[src/touch_gate_pkg.sv]
// constants, register map and carriers for the touch repeat and multi-touch gate
//
// How it works
// RL1: one repeat enable per input, reset all ones
// RL2: repeat disabled: interrupt only on touch, release
// RL3: repeat enabled: held touch repeats at rate
// RL4: blocking enable is bit 7, set at reset
// RL5: blocking off: every touch reported, none suppressed by the limit
// RL6: blocking on: accept up to limit, latch until release
// RL7: free slots filled in scan order one to eight
// RL8: limit field bits 3:2 decode one to four
// RL9: exceeding limit blocks extras, sets simultaneous flag
// RL10: pattern enable bit 7, off at reset
// RL11: threshold select 12.5, 25, 37.5, 100 percent
// RL12: count mode: hits at least pattern popcount
// RL13: compare mode: every pattern input must hit
// RL14: event sets flag; alert only when enabled
// RL15: all touches blocked while pattern condition holds
// RL16: flag clears on host clear after condition gone
// RL17: pattern register one bit per input, all ones
// RL18: pattern evaluated on one polling cycle's results
// RL19: unassigned config bits read zero, ignore writes
package touch_gate_pkg;

	localparam int unsigned NUM_INPUTS = 8;
	localparam int unsigned THR_W = 7;
	localparam int unsigned DELTA_W = 8;

	// register offsets
	localparam logic [7:0] ADDR_REPEAT_RATE_ENABLE = 8'h28;
	localparam logic [7:0] ADDR_MULTI_TOUCH_CONFIG = 8'h2a;
	localparam logic [7:0] ADDR_TOUCH_PATTERN_CONFIG = 8'h2b;
	localparam logic [7:0] ADDR_TOUCH_PATTERN = 8'h2d;

	// reset values
	localparam logic [7:0] RST_REPEAT_RATE_ENABLE = 8'hff;
	localparam logic [7:0] RST_MULTI_TOUCH_CONFIG = 8'h80;
	localparam logic [7:0] RST_TOUCH_PATTERN_CONFIG = 8'h00;
	localparam logic [7:0] RST_TOUCH_PATTERN = 8'hff;

	// writable bits of the configuration registers
	localparam logic [7:0] MASK_MULTI_TOUCH_CONFIG = 8'h8c;
	localparam logic [7:0] MASK_TOUCH_PATTERN_CONFIG = 8'h8f;

	// field positions
	localparam int unsigned BIT_SIMUL_BLOCK_ENABLE = 7;
	localparam int unsigned BIT_LIMIT_LO = 2;
	localparam int unsigned BIT_PATTERN_DETECT_ENABLE = 7;
	localparam int unsigned BIT_THRESH_LO = 2;
	localparam int unsigned BIT_PATTERN_COMPARE_MODE = 1;
	localparam int unsigned BIT_PATTERN_ALERT_ENABLE = 0;

	// pattern threshold fraction codes
	typedef enum logic [1:0] {
		PTH_12P5 = 2'b00,
		PTH_25 = 2'b01,
		PTH_37P5 = 2'b10,
		PTH_100 = 2'b11
	} pattern_thresh_t;

	// results of one polling cycle
	typedef struct packed {
		logic [NUM_INPUTS-1:0] touch;
		logic [NUM_INPUTS-1:0] noise;
		logic [NUM_INPUTS-1:0][DELTA_W-1:0] delta;
	} poll_result_t;

	// threshold context of the current power state
	typedef struct packed {
		logic standby;
		logic [THR_W-1:0] standby_thresh;
		logic [NUM_INPUTS-1:0][THR_W-1:0] active_thresh;
	} thresh_ctx_t;

	// host register access
	typedef struct packed {
		logic write;
		logic read;
		logic [7:0] addr;
		logic [7:0] wdata;
	} reg_req_t;

endpackage

[src/touch_repeat_gate.sv]
// touch repeat enables, multiple-touch blocking and touch pattern detection
module touch_repeat_gate
	import touch_gate_pkg::*;
(
	// clock and reset
	input wire logic core_clk_in,
	input wire logic reset_in,
	// host register access
	input wire reg_req_t reg_req_in,
	output logic [7:0] reg_rdata_out,
	output logic reg_rvalid_out,
	// polling cycle results
	input wire logic poll_done_in,
	input wire poll_result_t poll_in,
	input wire thresh_ctx_t thresh_in,
	// interrupt context from the surrounding device
	input wire logic repeat_tick_in,
	input wire logic release_irq_enable_in,
	input wire logic main_irq_clear_in,
	// gated results
	output logic [NUM_INPUTS-1:0] touch_status_out,
	output logic touch_irq_out,
	output logic simul_touch_flag_out,
	output logic pattern_event_flag_out,
	output logic pattern_block_out,
	output logic alert_n_out
);

	// register state
	logic [7:0] repeat_rate_enable_q;
	logic [7:0] multi_touch_config_q;
	logic [7:0] touch_pattern_config_q;
	logic [7:0] touch_pattern_q;
	logic [7:0] rdata_q;
	logic rvalid_q;

	// gating state
	logic [NUM_INPUTS-1:0] accepted_q;
	logic [NUM_INPUTS-1:0] accepted_d;
	logic simul_touch_flag_q;
	logic pattern_active_q;
	logic pattern_event_flag_q;
	logic touch_irq_q;

	// decoded configuration
	logic simul_block_enable;
	logic [1:0] simul_touch_limit;
	logic [2:0] limit_count;
	logic pattern_detect_enable;
	pattern_thresh_t pattern_threshold_select;
	logic pattern_compare_mode;
	logic pattern_alert_enable;

	// per-input pattern evaluation
	logic [NUM_INPUTS-1:0] above_pattern;
	logic [NUM_INPUTS-1:0] pattern_hit;
	logic [3:0] hit_count;
	logic [3:0] pattern_count;
	logic pattern_cond;

	// blocking evaluation
	logic over_limit;
	logic [NUM_INPUTS-1:0] new_touch;
	logic [NUM_INPUTS-1:0] released;
	logic irq_event;
	logic touch_event;
	logic release_event;
	logic repeat_event;

	// register write decode
	logic wr_repeat_rate_enable;
	logic wr_multi_touch_config;
	logic wr_touch_pattern_config;
	logic wr_touch_pattern;

	// field width and shift counts of the pattern threshold fractions
	localparam int unsigned FIELD_W = 2;
	localparam int unsigned SHIFT_EIGHTH = 3;
	localparam int unsigned SHIFT_QUARTER = 2;

	// count of set bits in an input vector
	function automatic logic [3:0] popcount(input logic [NUM_INPUTS-1:0] v);
		logic [3:0] n;
		n = 4'h0;
		for (int i = 0; i < NUM_INPUTS; i++) begin
			n = n + {3'h0, v[i]};
		end
		return n;
	endfunction

	// multiple touch field decode
	always_comb begin
		simul_block_enable = multi_touch_config_q[BIT_SIMUL_BLOCK_ENABLE]; // RL4
		simul_touch_limit = multi_touch_config_q[BIT_LIMIT_LO +: FIELD_W];
		limit_count = {1'b0, simul_touch_limit} + 3'h1; // RL8
	end

	// pattern field decode
	always_comb begin
		pattern_detect_enable = touch_pattern_config_q[BIT_PATTERN_DETECT_ENABLE];
		pattern_threshold_select = pattern_thresh_t'(touch_pattern_config_q[BIT_THRESH_LO +: FIELD_W]);
		pattern_compare_mode = touch_pattern_config_q[BIT_PATTERN_COMPARE_MODE];
		pattern_alert_enable = touch_pattern_config_q[BIT_PATTERN_ALERT_ENABLE];
	end

	// per-input pattern threshold and comparison
	generate
		for (genvar g = 0; g < NUM_INPUTS; g++) begin : g_input
			logic [THR_W-1:0] base_thr;
			logic [THR_W-1:0] pat_thr;
			// standby uses the common standby threshold
			assign base_thr = thresh_in.standby ? thresh_in.standby_thresh
				: thresh_in.active_thresh[g];
			// fraction of the base threshold
			always_comb begin
				unique case (pattern_threshold_select)
					PTH_12P5: pat_thr = base_thr >> SHIFT_EIGHTH; // RL11
					PTH_25: pat_thr = base_thr >> SHIFT_QUARTER; // RL11
					PTH_37P5: pat_thr = (base_thr >> SHIFT_QUARTER) + (base_thr >> SHIFT_EIGHTH); // RL11
					PTH_100: pat_thr = base_thr; // RL11
				endcase
			end
			assign above_pattern[g] = poll_in.delta[g] > {1'b0, pat_thr};
			assign pattern_hit[g] = above_pattern[g] | poll_in.noise[g];
		end
	endgenerate

	// pattern condition over this polling cycle's results
	always_comb begin
		hit_count = popcount(pattern_hit); // RL18
		pattern_count = popcount(touch_pattern_q); // RL17
		if (!pattern_detect_enable) begin
			pattern_cond = 1'b0; // RL10
		end else if (pattern_compare_mode) begin
			pattern_cond = (pattern_hit & touch_pattern_q) == touch_pattern_q; // RL13
		end else begin
			pattern_cond = hit_count >= pattern_count; // RL12
		end
	end

	// choose which detected touches are flagged this polling cycle
	always_comb begin
		logic [3:0] taken;
		taken = 4'h0;
		accepted_d = accepted_q;
		over_limit = 1'b0;
		if (poll_done_in) begin
			if (pattern_cond) begin
				accepted_d = '0; // RL15
			end else if (!simul_block_enable) begin
				accepted_d = poll_in.touch; // RL5
			end else begin
				// held inputs keep their slot until released
				accepted_d = accepted_q & poll_in.touch; // RL6
				taken = popcount(accepted_d);
				for (int i = 0; i < NUM_INPUTS; i++) begin
					if (poll_in.touch[i] && !accepted_d[i]) begin
						if (taken < {1'b0, limit_count}) begin
							accepted_d[i] = 1'b1; // RL7
							taken = taken + 4'h1;
						end else begin
							over_limit = 1'b1; // RL9
						end
					end
				end
			end
		end
	end

	// touch edges and interrupt events
	always_comb begin
		new_touch = accepted_d & ~accepted_q;
		released = accepted_q & ~accepted_d;
		touch_event = |new_touch; // RL2
		release_event = release_irq_enable_in & (|released); // RL2
		repeat_event = repeat_tick_in & (|(accepted_q & accepted_d & repeat_rate_enable_q)); // RL3
		irq_event = touch_event | release_event | repeat_event;
	end

	// accepted touch latch
	always_ff @(posedge core_clk_in) begin
		if (reset_in) begin
			accepted_q <= '0;
		end else begin
			accepted_q <= accepted_d; // RL6
		end
	end

	// interrupt event pulse to the main status logic
	always_ff @(posedge core_clk_in) begin
		if (reset_in) begin
			touch_irq_q <= 1'b0;
		end else begin
			touch_irq_q <= irq_event;
		end
	end

	// simultaneous-touch flag, a new event wins over the clear
	always_ff @(posedge core_clk_in) begin
		if (reset_in) begin
			simul_touch_flag_q <= 1'b0;
		end else if (over_limit) begin
			simul_touch_flag_q <= 1'b1; // RL9
		end else if (main_irq_clear_in) begin
			simul_touch_flag_q <= 1'b0;
		end
	end

	// pattern condition held from one polling cycle to the next
	always_ff @(posedge core_clk_in) begin
		if (reset_in) begin
			pattern_active_q <= 1'b0;
		end else if (poll_done_in) begin
			pattern_active_q <= pattern_cond; // RL15
		end else if (!pattern_detect_enable) begin
			pattern_active_q <= 1'b0; // RL10
		end
	end

	// pattern status flag, cleared only after the condition has gone
	always_ff @(posedge core_clk_in) begin
		if (reset_in) begin
			pattern_event_flag_q <= 1'b0;
		end else if (poll_done_in && pattern_cond) begin
			pattern_event_flag_q <= 1'b1; // RL14
		end else if (main_irq_clear_in && !pattern_active_q) begin
			pattern_event_flag_q <= 1'b0; // RL16
		end
	end

	// register write decode
	always_comb begin
		wr_repeat_rate_enable = reg_req_in.write && reg_req_in.addr == ADDR_REPEAT_RATE_ENABLE;
		wr_multi_touch_config = reg_req_in.write && reg_req_in.addr == ADDR_MULTI_TOUCH_CONFIG;
		wr_touch_pattern_config = reg_req_in.write && reg_req_in.addr == ADDR_TOUCH_PATTERN_CONFIG;
		wr_touch_pattern = reg_req_in.write && reg_req_in.addr == ADDR_TOUCH_PATTERN;
	end

	// repeat rate enable register
	always_ff @(posedge core_clk_in) begin
		if (reset_in) begin
			repeat_rate_enable_q <= RST_REPEAT_RATE_ENABLE; // RL1
		end else if (wr_repeat_rate_enable) begin
			repeat_rate_enable_q <= reg_req_in.wdata; // RL1
		end
	end

	// multiple touch configuration register
	always_ff @(posedge core_clk_in) begin
		if (reset_in) begin
			multi_touch_config_q <= RST_MULTI_TOUCH_CONFIG; // RL4
		end else if (wr_multi_touch_config) begin
			multi_touch_config_q <= reg_req_in.wdata & MASK_MULTI_TOUCH_CONFIG; // RL19
		end
	end

	// pattern configuration register
	always_ff @(posedge core_clk_in) begin
		if (reset_in) begin
			touch_pattern_config_q <= RST_TOUCH_PATTERN_CONFIG; // RL10
		end else if (wr_touch_pattern_config) begin
			touch_pattern_config_q <= reg_req_in.wdata & MASK_TOUCH_PATTERN_CONFIG; // RL19
		end
	end

	// pattern register
	always_ff @(posedge core_clk_in) begin
		if (reset_in) begin
			touch_pattern_q <= RST_TOUCH_PATTERN; // RL17
		end else if (wr_touch_pattern) begin
			touch_pattern_q <= reg_req_in.wdata; // RL17
		end
	end

	// read answer strobe, one cycle after the read request
	always_ff @(posedge core_clk_in) begin
		if (reset_in) begin
			rvalid_q <= 1'b0;
		end else begin
			rvalid_q <= reg_req_in.read;
		end
	end

	// read data, held until the next read; unmapped offsets read zero
	always_ff @(posedge core_clk_in) begin
		if (reset_in) begin
			rdata_q <= 8'h00;
		end else if (reg_req_in.read) begin
			unique case (reg_req_in.addr)
				ADDR_REPEAT_RATE_ENABLE: rdata_q <= repeat_rate_enable_q;
				ADDR_MULTI_TOUCH_CONFIG: rdata_q <= multi_touch_config_q;
				ADDR_TOUCH_PATTERN_CONFIG: rdata_q <= touch_pattern_config_q;
				ADDR_TOUCH_PATTERN: rdata_q <= touch_pattern_q;
				default: rdata_q <= 8'h00;
			endcase
		end
	end

	// outputs
	assign reg_rdata_out = rdata_q;
	assign reg_rvalid_out = rvalid_q;
	assign touch_status_out = accepted_q;
	assign touch_irq_out = touch_irq_q;
	assign simul_touch_flag_out = simul_touch_flag_q;
	assign pattern_event_flag_out = pattern_event_flag_q;
	assign pattern_block_out = pattern_active_q; // RL15
	// alert pin low while the flag stands and alerts are enabled
	assign alert_n_out = ~(pattern_event_flag_q & pattern_alert_enable); // RL14

endmodule

[config.mk]
export PLATFORM = sky130hd
export DESIGN_NAME = touch_repeat_gate
export DESIGN_NICKNAME = d
export VERILOG_FILES = /design/src/touch_gate_pkg.sv /design/src/touch_repeat_gate.sv
export SDC_FILE = /design/constraint.sdc
export NUM_CORES = 1
export LEC_CHECK = 0
export ABC_AREA = 1
export BUFFER_PORTS_ARGS = -buffer_cell sky130_fd_sc_hd__buf_4
export CAP_MARGIN = 10
export CELL_PAD_IN_SITES_DETAIL_PLACEMENT = 0
export CELL_PAD_IN_SITES_GLOBAL_PLACEMENT = 2
export CORE_ASPECT_RATIO = 1.4
export CORE_MARGIN = 4
export CORE_UTILIZATION = 32
export CTS_BUF_LIST = sky130_fd_sc_hd__clkbuf_8
export CTS_CLUSTER_DIAMETER = 80
export CTS_CLUSTER_SIZE = 25
export DETAILED_ROUTE_END_ITERATION = 8
export PLACE_DENSITY_LB_ADDON = 0.3
export SETUP_SLACK_MARGIN = 0.3
export SLEW_MARGIN = 10
export SYNTH_ARGS = -nofsm -noshare
export SYNTH_HDL_FRONTEND = slang
export SYNTH_SLANG_ARGS = --single-unit
[constraint.sdc]
create_clock -name core_clk_in -period 26.3 [get_ports core_clk_in]
set_clock_uncertainty 0.2 [all_clocks]
set_input_delay 1.315 -clock core_clk_in [delete_from_list [all_inputs] [get_ports core_clk_in]]
set_output_delay 1.315 -clock core_clk_in [all_outputs]
set_load 0.01 [all_outputs]
==> impl_results.md, run 1 <==
- Status: complete, no violations
- Skew-Pair Late Insertion Delay: 0.31 ns
- Mux cell area share after synthesis: 0%
- Post_cts resized: 0
- First-pass GRT wire length: ~44 mm
- GRT Total Usage: between 10% and 20%
- Max-cap violations: 0
- WL/cell: approximately 16 um
- Bufs and invs on worst path: 14
- Nets: 1699
- Final hold violations: 0
- Hold WS: 0.271 ns
- Slew of the pin with the lowest slew margin: around 1.1 ns
- First drt pass iteration count: 4
- DR vias/cell: roughly 5.1
- Post-synthesis compound-gate area fraction: between 20% and 30%
- CP peak stage delay: 0.54 ns
- Met2 Use GR: a little over a third
- Share of cells above drive strength 1: between 20% and 30%
- Simple-gate portion of the synthesized area: between 20 and 25%
- TritonCTS clock tree: yes
- Clock root cell: clkbuf_8
- Post-synthesis sequential area ratio: roughly 11%
- Share of the synthesized area in the top cell type: 21.1%
- Non-filler cells, final: 1689
- Synthesis-to-layout area growth: 23.2%
- Die area: ~27000 um2
- RePlAce Congestion: 0.827
- CP max FO: 4
- Sw Ratio: 56.7%
- Global route total overflow: 0
- Min cycle time layout: 11.41 ns
- Post-synth ARST share: 0%
- Pin count of the biggest net entering global routing: 43
- Post-DP HPWL: about 23 mm
- DRC: 0
- P_sw: around 540 uW
- EDFF count, synth: 0
- Ys Warns: 0
- Final worst path period share: between 40% and 50%
- Antenna Nets Post-Route: 0
- Register share of total power: under 10%
- I/O pin count: between 150 and 200
- Internal Power: about 410 uW
- Clk slew on worst S/H paths: approximately 0.090 ns
- Worst vdd ir: ~0.11 mV
- # rows: 67
- P per Cell Area: a little under 100 nW/um2
- Final core utilization: slightly above 40%
- Post-Syn Area: around 7900 um2
- Post-synthesis net count: about 1500
- Synthesized area per cell: roughly 6.5 um2
- Synth Flop Type: dfxtp_1
- CP Class: in -> reg
- CTS Hold Buffers Added: 0
- Initial Util: between 30% and 40%
- Slew margin rel.: between 20% and 30%
- Final Setup Violations: 0
- Post-CTS Setup Bufs: 0
- Hold Path Class: reg -> reg
- P_leak: approximately 5 nW
- Library cells used by synthesis: between 50 and 60
- Most common cell after layout, fill and taps aside: nand2_1
- Post-DP Area: roughly 9600 um2
- Met1 Use GR: 23.5%
- Post-synthesis xor/xnor area fraction: ~1.7%
- CTS Buffer Depth: 2
- Most frequent cells in the layout: nand2_1 (272), buf_4 (197), inv_1 (184)
- CP Capture Type: register
- Clock power frac: about 5%
- Cell accounting for the most synthesized area: ha_1
- Die width: 141 um
- Seq cells post-synth: 45
- Main combinational cell family by area after synthesis: adder cells
- Clock Sink Count: 45
- Vias: approximately 8600
- Core area: between 20000 and 25000 um2
- Post-synthesis cell count: between 1000 and 1500
- Worst path arrival time: 11.40 ns
- CP max stage cell: fa_1
- CTS buffer count: 5
- DRT iter0 DRCs: 312
- Cell family with most CP delay: adder cells
- GR Layer Usage met3: 3.06%
- Gate power share: between 80% and 90%
- Grt peak-use layer: met2
- I/O Buffers: roughly 190
- Synth Area in Adders: 26.1%
- Most frequent CP cell: nand2_1
- Die Height: roughly 190 um
- Pins Over Slew Limit: 0
- WP data required: around 26 ns
- R2R Setup Slk: between 15 and 20 ns
- Htree depth: 2
- Startpoint types: input port
- Final Cell Area: between 9000 and 10000 um2
- Vias in the first global route: 8570
- Initial antenna violation count: 1
- Routed WL: about 28 mm
- Setup TNS: 0 ns
- Ant diodes: 0
- Synth area leaders: ha_1 (21%), nand2_1 (13%), dfxtp_1 (11%)
- Post-Place Cells: roughly 1700
- Max Clock Freq: 87.6 MHz
- RSZ-0062 raised after global routing: false
==> per-stage QoR <==
step / power [mW] / setup slack (ns)
2_1_floorplan: 0.732 / 15.50
3_3_place_gp: 0.908 / 14.77
3_5_place_dp: 0.908 / 14.52
4_1_cts: 0.960 / 14.81
5_1_grt: 1.10 / 13.85
6_report: 0.946 / 14.89
==> power groups by stage <==
stage | Clock [mW] | Sequential (mW) | Combinational [mW]
after global routing | 0.0504 | 0.0792 | 0.970
after global placement | 0 | 0.0805 | 0.827
after CTS | 0.0484 | 0.0787 | 0.833
final | 0.0469 | 0.0788 | 0.820
after detailed placement | 0 | 0.0801 | 0.828
after floorplan | 0 | 0.0802 | 0.651
==> state kept, by name, indices dropped and copies added, names as in the netlist <==
| signal | flops |
|---|---|
| touch_status_out | 8 |
| multi_touch_config_q | 3 |
| pattern_event_flag_out | 1 |
| touch_irq_out | 1 |
| simul_touch_flag_out | 1 |
| touch_pattern_config_q | 5 |
| touch_pattern_q | 8 |
| reg_rdata_out | 8 |
| repeat_rate_enable_q | 8 |
| pattern_block_out | 1 |
| reg_rvalid_out | 1 |
==> path summary, 6_finish.rpt <==
kind / startpoint / end / cells past startpoint
worst max-delay path: poll_in[72] / touch_irq_out$_SDFF_PP0_ / 76
worst min register to register: reg_rdata_out[4]$_SDFFE_PP0P_ / reg_rdata_out[4]$_SDFFE_PP0P_ / 2
worst min-delay path: reg_rdata_out[4]$_SDFFE_PP0P_ / reg_rdata_out[4]$_SDFFE_PP0P_ / 2
worst max register to register: touch_status_out[0]$_SDFF_PP0_ / touch_irq_out$_SDFF_PP0_ / 75
==> per-layer routing <==
metal	routed length, um	vias to the layer above	part of all wire (%)
met5	13	-	0.047
met4	637	2	2.3
met3	1650	35	5.9
met2	14000	230	50
met1	11400	3878	41
li1	-	4415	-
==> cell type report <==
cell class              count  area, um2
multi-input cells         928       6110
fillers                  2639      14400
flip-flops and latches     45        901
clock buffers               6       82.6
inverters                 201        754
well taps                 310        388
repair buffers            197       1480
clock inverters             2       13.8
==> synth_stat cells, types with 3 or more instances <==
| master | instances |
|---|---|
| a22oi_1 | 9 |
| a21oi_1 | 122 |
| buf_1 | 4 |
| nor3_1 | 11 |
| o221ai_1 | 5 |
| xor2_2 | 4 |
| or2_2 | 8 |
| a31oi_1 | 10 |
| o21ai_0 | 84 |
| a221oi_1 | 13 |
| a221o_1 | 8 |
| nand3_1 | 46 |
| nor2_4 | 5 |
| nand3_2 | 6 |
| dfxtp_1 | 45 |
| inv_2 | 13 |
| inv_1 | 184 |
| o21ba_2 | 6 |
| nand2_1 | 272 |
| xor2_1 | 5 |
| nand4_1 | 10 |
| o21a_1 | 8 |
| clkinv_1 | 4 |
| o211ai_1 | 12 |
| fa_1 | 20 |
| o22ai_1 | 19 |
| nor2_1 | 47 |
| a2bb2oi_1 | 3 |
| ha_1 | 133 |
| o21ai_1 | 6 |
| clkbuf_1 | 26 |
| nand2_2 | 18 |
| o21bai_1 | 9 |
==> kinds of logic (layout without fill, tap and decap cells) <==
| family | Yosys count | count (layout) |
|---|---|---|
| simple gates | 437 | 437 |
| compound gates | 327 | 327 |
| buf+inv | 234 | 406 |
| fa+ha+maj | 153 | 153 |
| flops | 45 | 45 |
| xor+xnor | 11 | 11 |
==> tightest hold or removal path, stage by stage (launching register included) <==
cell	delay, ns
dfxtp_1	0.32
nand2_1	0.06
a21oi_1	0.06
Note: power is estimated with default switching activity, not from simulation.
==> inputs of run 2 (changes only) <==
Settings changed: CORE_UTILIZATION 32 to 27.
Clock period 26.3 ns to 9.88 ns, I/O delays scaled along.
==> impl_results.md, run 2 (synthesis results as in run 1) <==
- Core area: ~29000 um2
- Die Height: ~210 um
- Post-Place Cells: 1799
- Clock root cell: clkbuf_8
- Routed WL: 30.0 mm
- Worst path arrival time: about 9.4 ns
- Final core utilization: a little under two fifths
- DR vias/cell: ~4.9
- Final Setup Violations: 0
- Initial antenna violation count: 4
- Nets: roughly 1800
- Bufs and invs on worst path: 12
- Internal Power: approximately 1.8 mW
- Pre-CTS setup slack: -0.0821 ns
- Most common cell after layout, fill and taps aside: buf_4
- P per Cell Area: 336 nW/um2
- Clock Sink Count: 45
- Vias: 8867
- Non-filler cells, final: ~1800
- Clock power frac: under 10%
- Status: complete, no violations
- Skew-Pair Late Insertion Delay: 0.30 ns
- Register share of total power: under 10%
- GR Layer Usage met3: between 2 and 3%
- Hold Path Class: in -> reg
- Met2 Use GR: roughly a third
- Post-DP HPWL: between 20 and 30 mm
- CTS buffer count: 5
- # rows: 73
- Ant diodes: 0
- Clk slew on worst S/H paths: about 0.090 ns
- Final hold violations: 0
- P_leak: 5.35 nW
- Startpoint types: register
- DRT iter0 DRCs: about 300
- Max-cap violations: 0
- CP Capture Type: register
- CP Class: reg -> reg
- Grt peak-use layer: met2
- Setup TNS: 0 ns
- Pin count of the biggest net entering global routing: 34
- RePlAce Congestion: 0.839
- DRC: 0
- Htree depth: 2
- Slew of the pin with the lowest slew margin: 0.878 ns
- Worst vdd ir: slightly below 0.4 mV
- Share of cells above drive strength 1: 27.1%
- WL/cell: 16.4 um
- Die area: approximately 32000 um2
- Fin worst setup slack: between 0.4 and 0.5 ns
- TritonCTS clock tree: yes
- Global route total overflow: 0
- Slew margin rel.: around two fifths
- WP data required: around 9.9 ns
- Sw Ratio: around half
- CP peak stage delay: ~0.57 ns
- Cell family with most CP delay: adder cells
- Min cycle time layout: 9.41 ns
- CP max stage cell: fa_2
- Die width: between 150 and 200 um
- Most frequent cells in the layout: buf_4 (268), nand2_1 (257), inv_1 (177)
- Most frequent CP cell: nand2_1
- Final worst path period share: between 90% and 100%
- Max Clock Freq: approximately 110 MHz
- RSZ-0062 raised after global routing: true
- I/O Buffers: 189
- Pins Over Slew Limit: 0
- Vias in the first global route: roughly 9000
- Initial Util: about 28%
- I/O pin count: 190
- Power, Total: between 3 and 4 mW
- CTS Buffer Depth: 2
- First-pass GRT wire length: roughly 47 mm
- Synthesis-to-layout area growth: 34.5%
- P_sw: 1.76 mW
- CP max FO: 4
- Antenna Nets Post-Route: 0
- GRT Total Usage: roughly 18%
- First drt pass iteration count: 5
- Gate power share: 90.9%
- Met1 Use GR: 20.9%
-- run 2: changes by cell type in the layout (fill, tap and decap cells not counted), moves of 3 or more --
| cell | before | now |
|---|---|---|
| nand2_4 | 1 | 5 |
| inv_1 | 184 | 177 |
| o21ai_1 | 6 | 3 |
| xor2_4 | 0 | 3 |
| ha_4 | 0 | 9 |
| nand2_2 | 18 | 29 |
| nand2_1 | 272 | 257 |
| o21ai_2 | 1 | 6 |
| buf_4 | 197 | 268 |
| inv_2 | 13 | 19 |
| ha_1 | 133 | 124 |
| nand3_1 | 46 | 43 |
-- run 2: metal layers --
layer / wire [um] / up-vias / share of wire, %
li1: - / 4557 / -
met1: 12300 / 4081 / 41
met2: 15800 / 187 / 53
met3: 1240 / 34 / 4.1
met4: 492 / 8 / 1.6
met5: 74 / - / 0.25
-- run 2: power groups by stage --
stage          combinational (mW)  sequential (mW)  clock, mW
3_5_place_dp                 2.82            0.211          0
4_1_cts                      2.99            0.207      0.123
5_1_grt                      3.77            0.209      0.131
3_3_place_gp                 2.82            0.211          0
6_report                     3.25            0.207      0.118
2_1_floorplan                1.87            0.214          0
-- run 2: stage by stage --
step / hold slack, ns / instance area, um2
after floorplan: 0.242 / 8050
after global placement: 0.258 / 10300
after detailed placement: 0.255 / 10300
after CTS: 0.191 / 10500
after global routing: 0.203 / 10600
final: 0.206 / 10600
-- run 2: timing repair --
| action | in CTS | in global routing |
|---|---|---|
| endpoints found under the setup margin | 1 | 4 |
| resized for setup | 6 | 28 |
| hold buffers | 0 | 0 |
| hold endpoints to repair | 0 | 0 |
| setup buffers | 12 | 6 |
| pin swaps | 22 | 33 |
-- run 2: final timing paths --
path | cells after the start | to | slack [ns] | startpoint
hold / removal | 3 | repeat_rate_enable_q[6]$_SDFFE_PP1P_ | 0.21 | reg_req_in[6]
hold reg to reg | 2 | reg_rdata_out[3]$_SDFFE_PP0P_ | 0.27 | reg_rdata_out[3]$_SDFFE_PP0P_
setup / recovery | 73 | touch_irq_out$_SDFF_PP0_ | 0.47 | touch_status_out[0]$_SDFF_PP0_
setup reg to reg | 73 | touch_irq_out$_SDFF_PP0_ | 0.47 | touch_status_out[0]$_SDFF_PP0_
-- run 2: worst register-to-register path: cells and delay by family (launching register included) --
| family | cells | cell delay (ns) |
|---|---|---|
| compound gates | 7 | 0.54 |
| xor+xnor | 1 | 0.14 |
| fa+ha+maj | 13 | 4.15 |
| buf+inv | 12 | 0.97 |
| flops | 1 | 0.34 |
| simple gates | 40 | 2.95 |
-- run 2: area by class of cell --
class	instances	area [um2]
Clock inverter	3	18.8
Inverter	201	757
Multi-Input combinational cell	928	6390
Tap cell	375	469
Clock buffer	5	68.8
Sequential cell	45	903
Timing Repair Buffer	268	2010
Fill cell	3130	18000
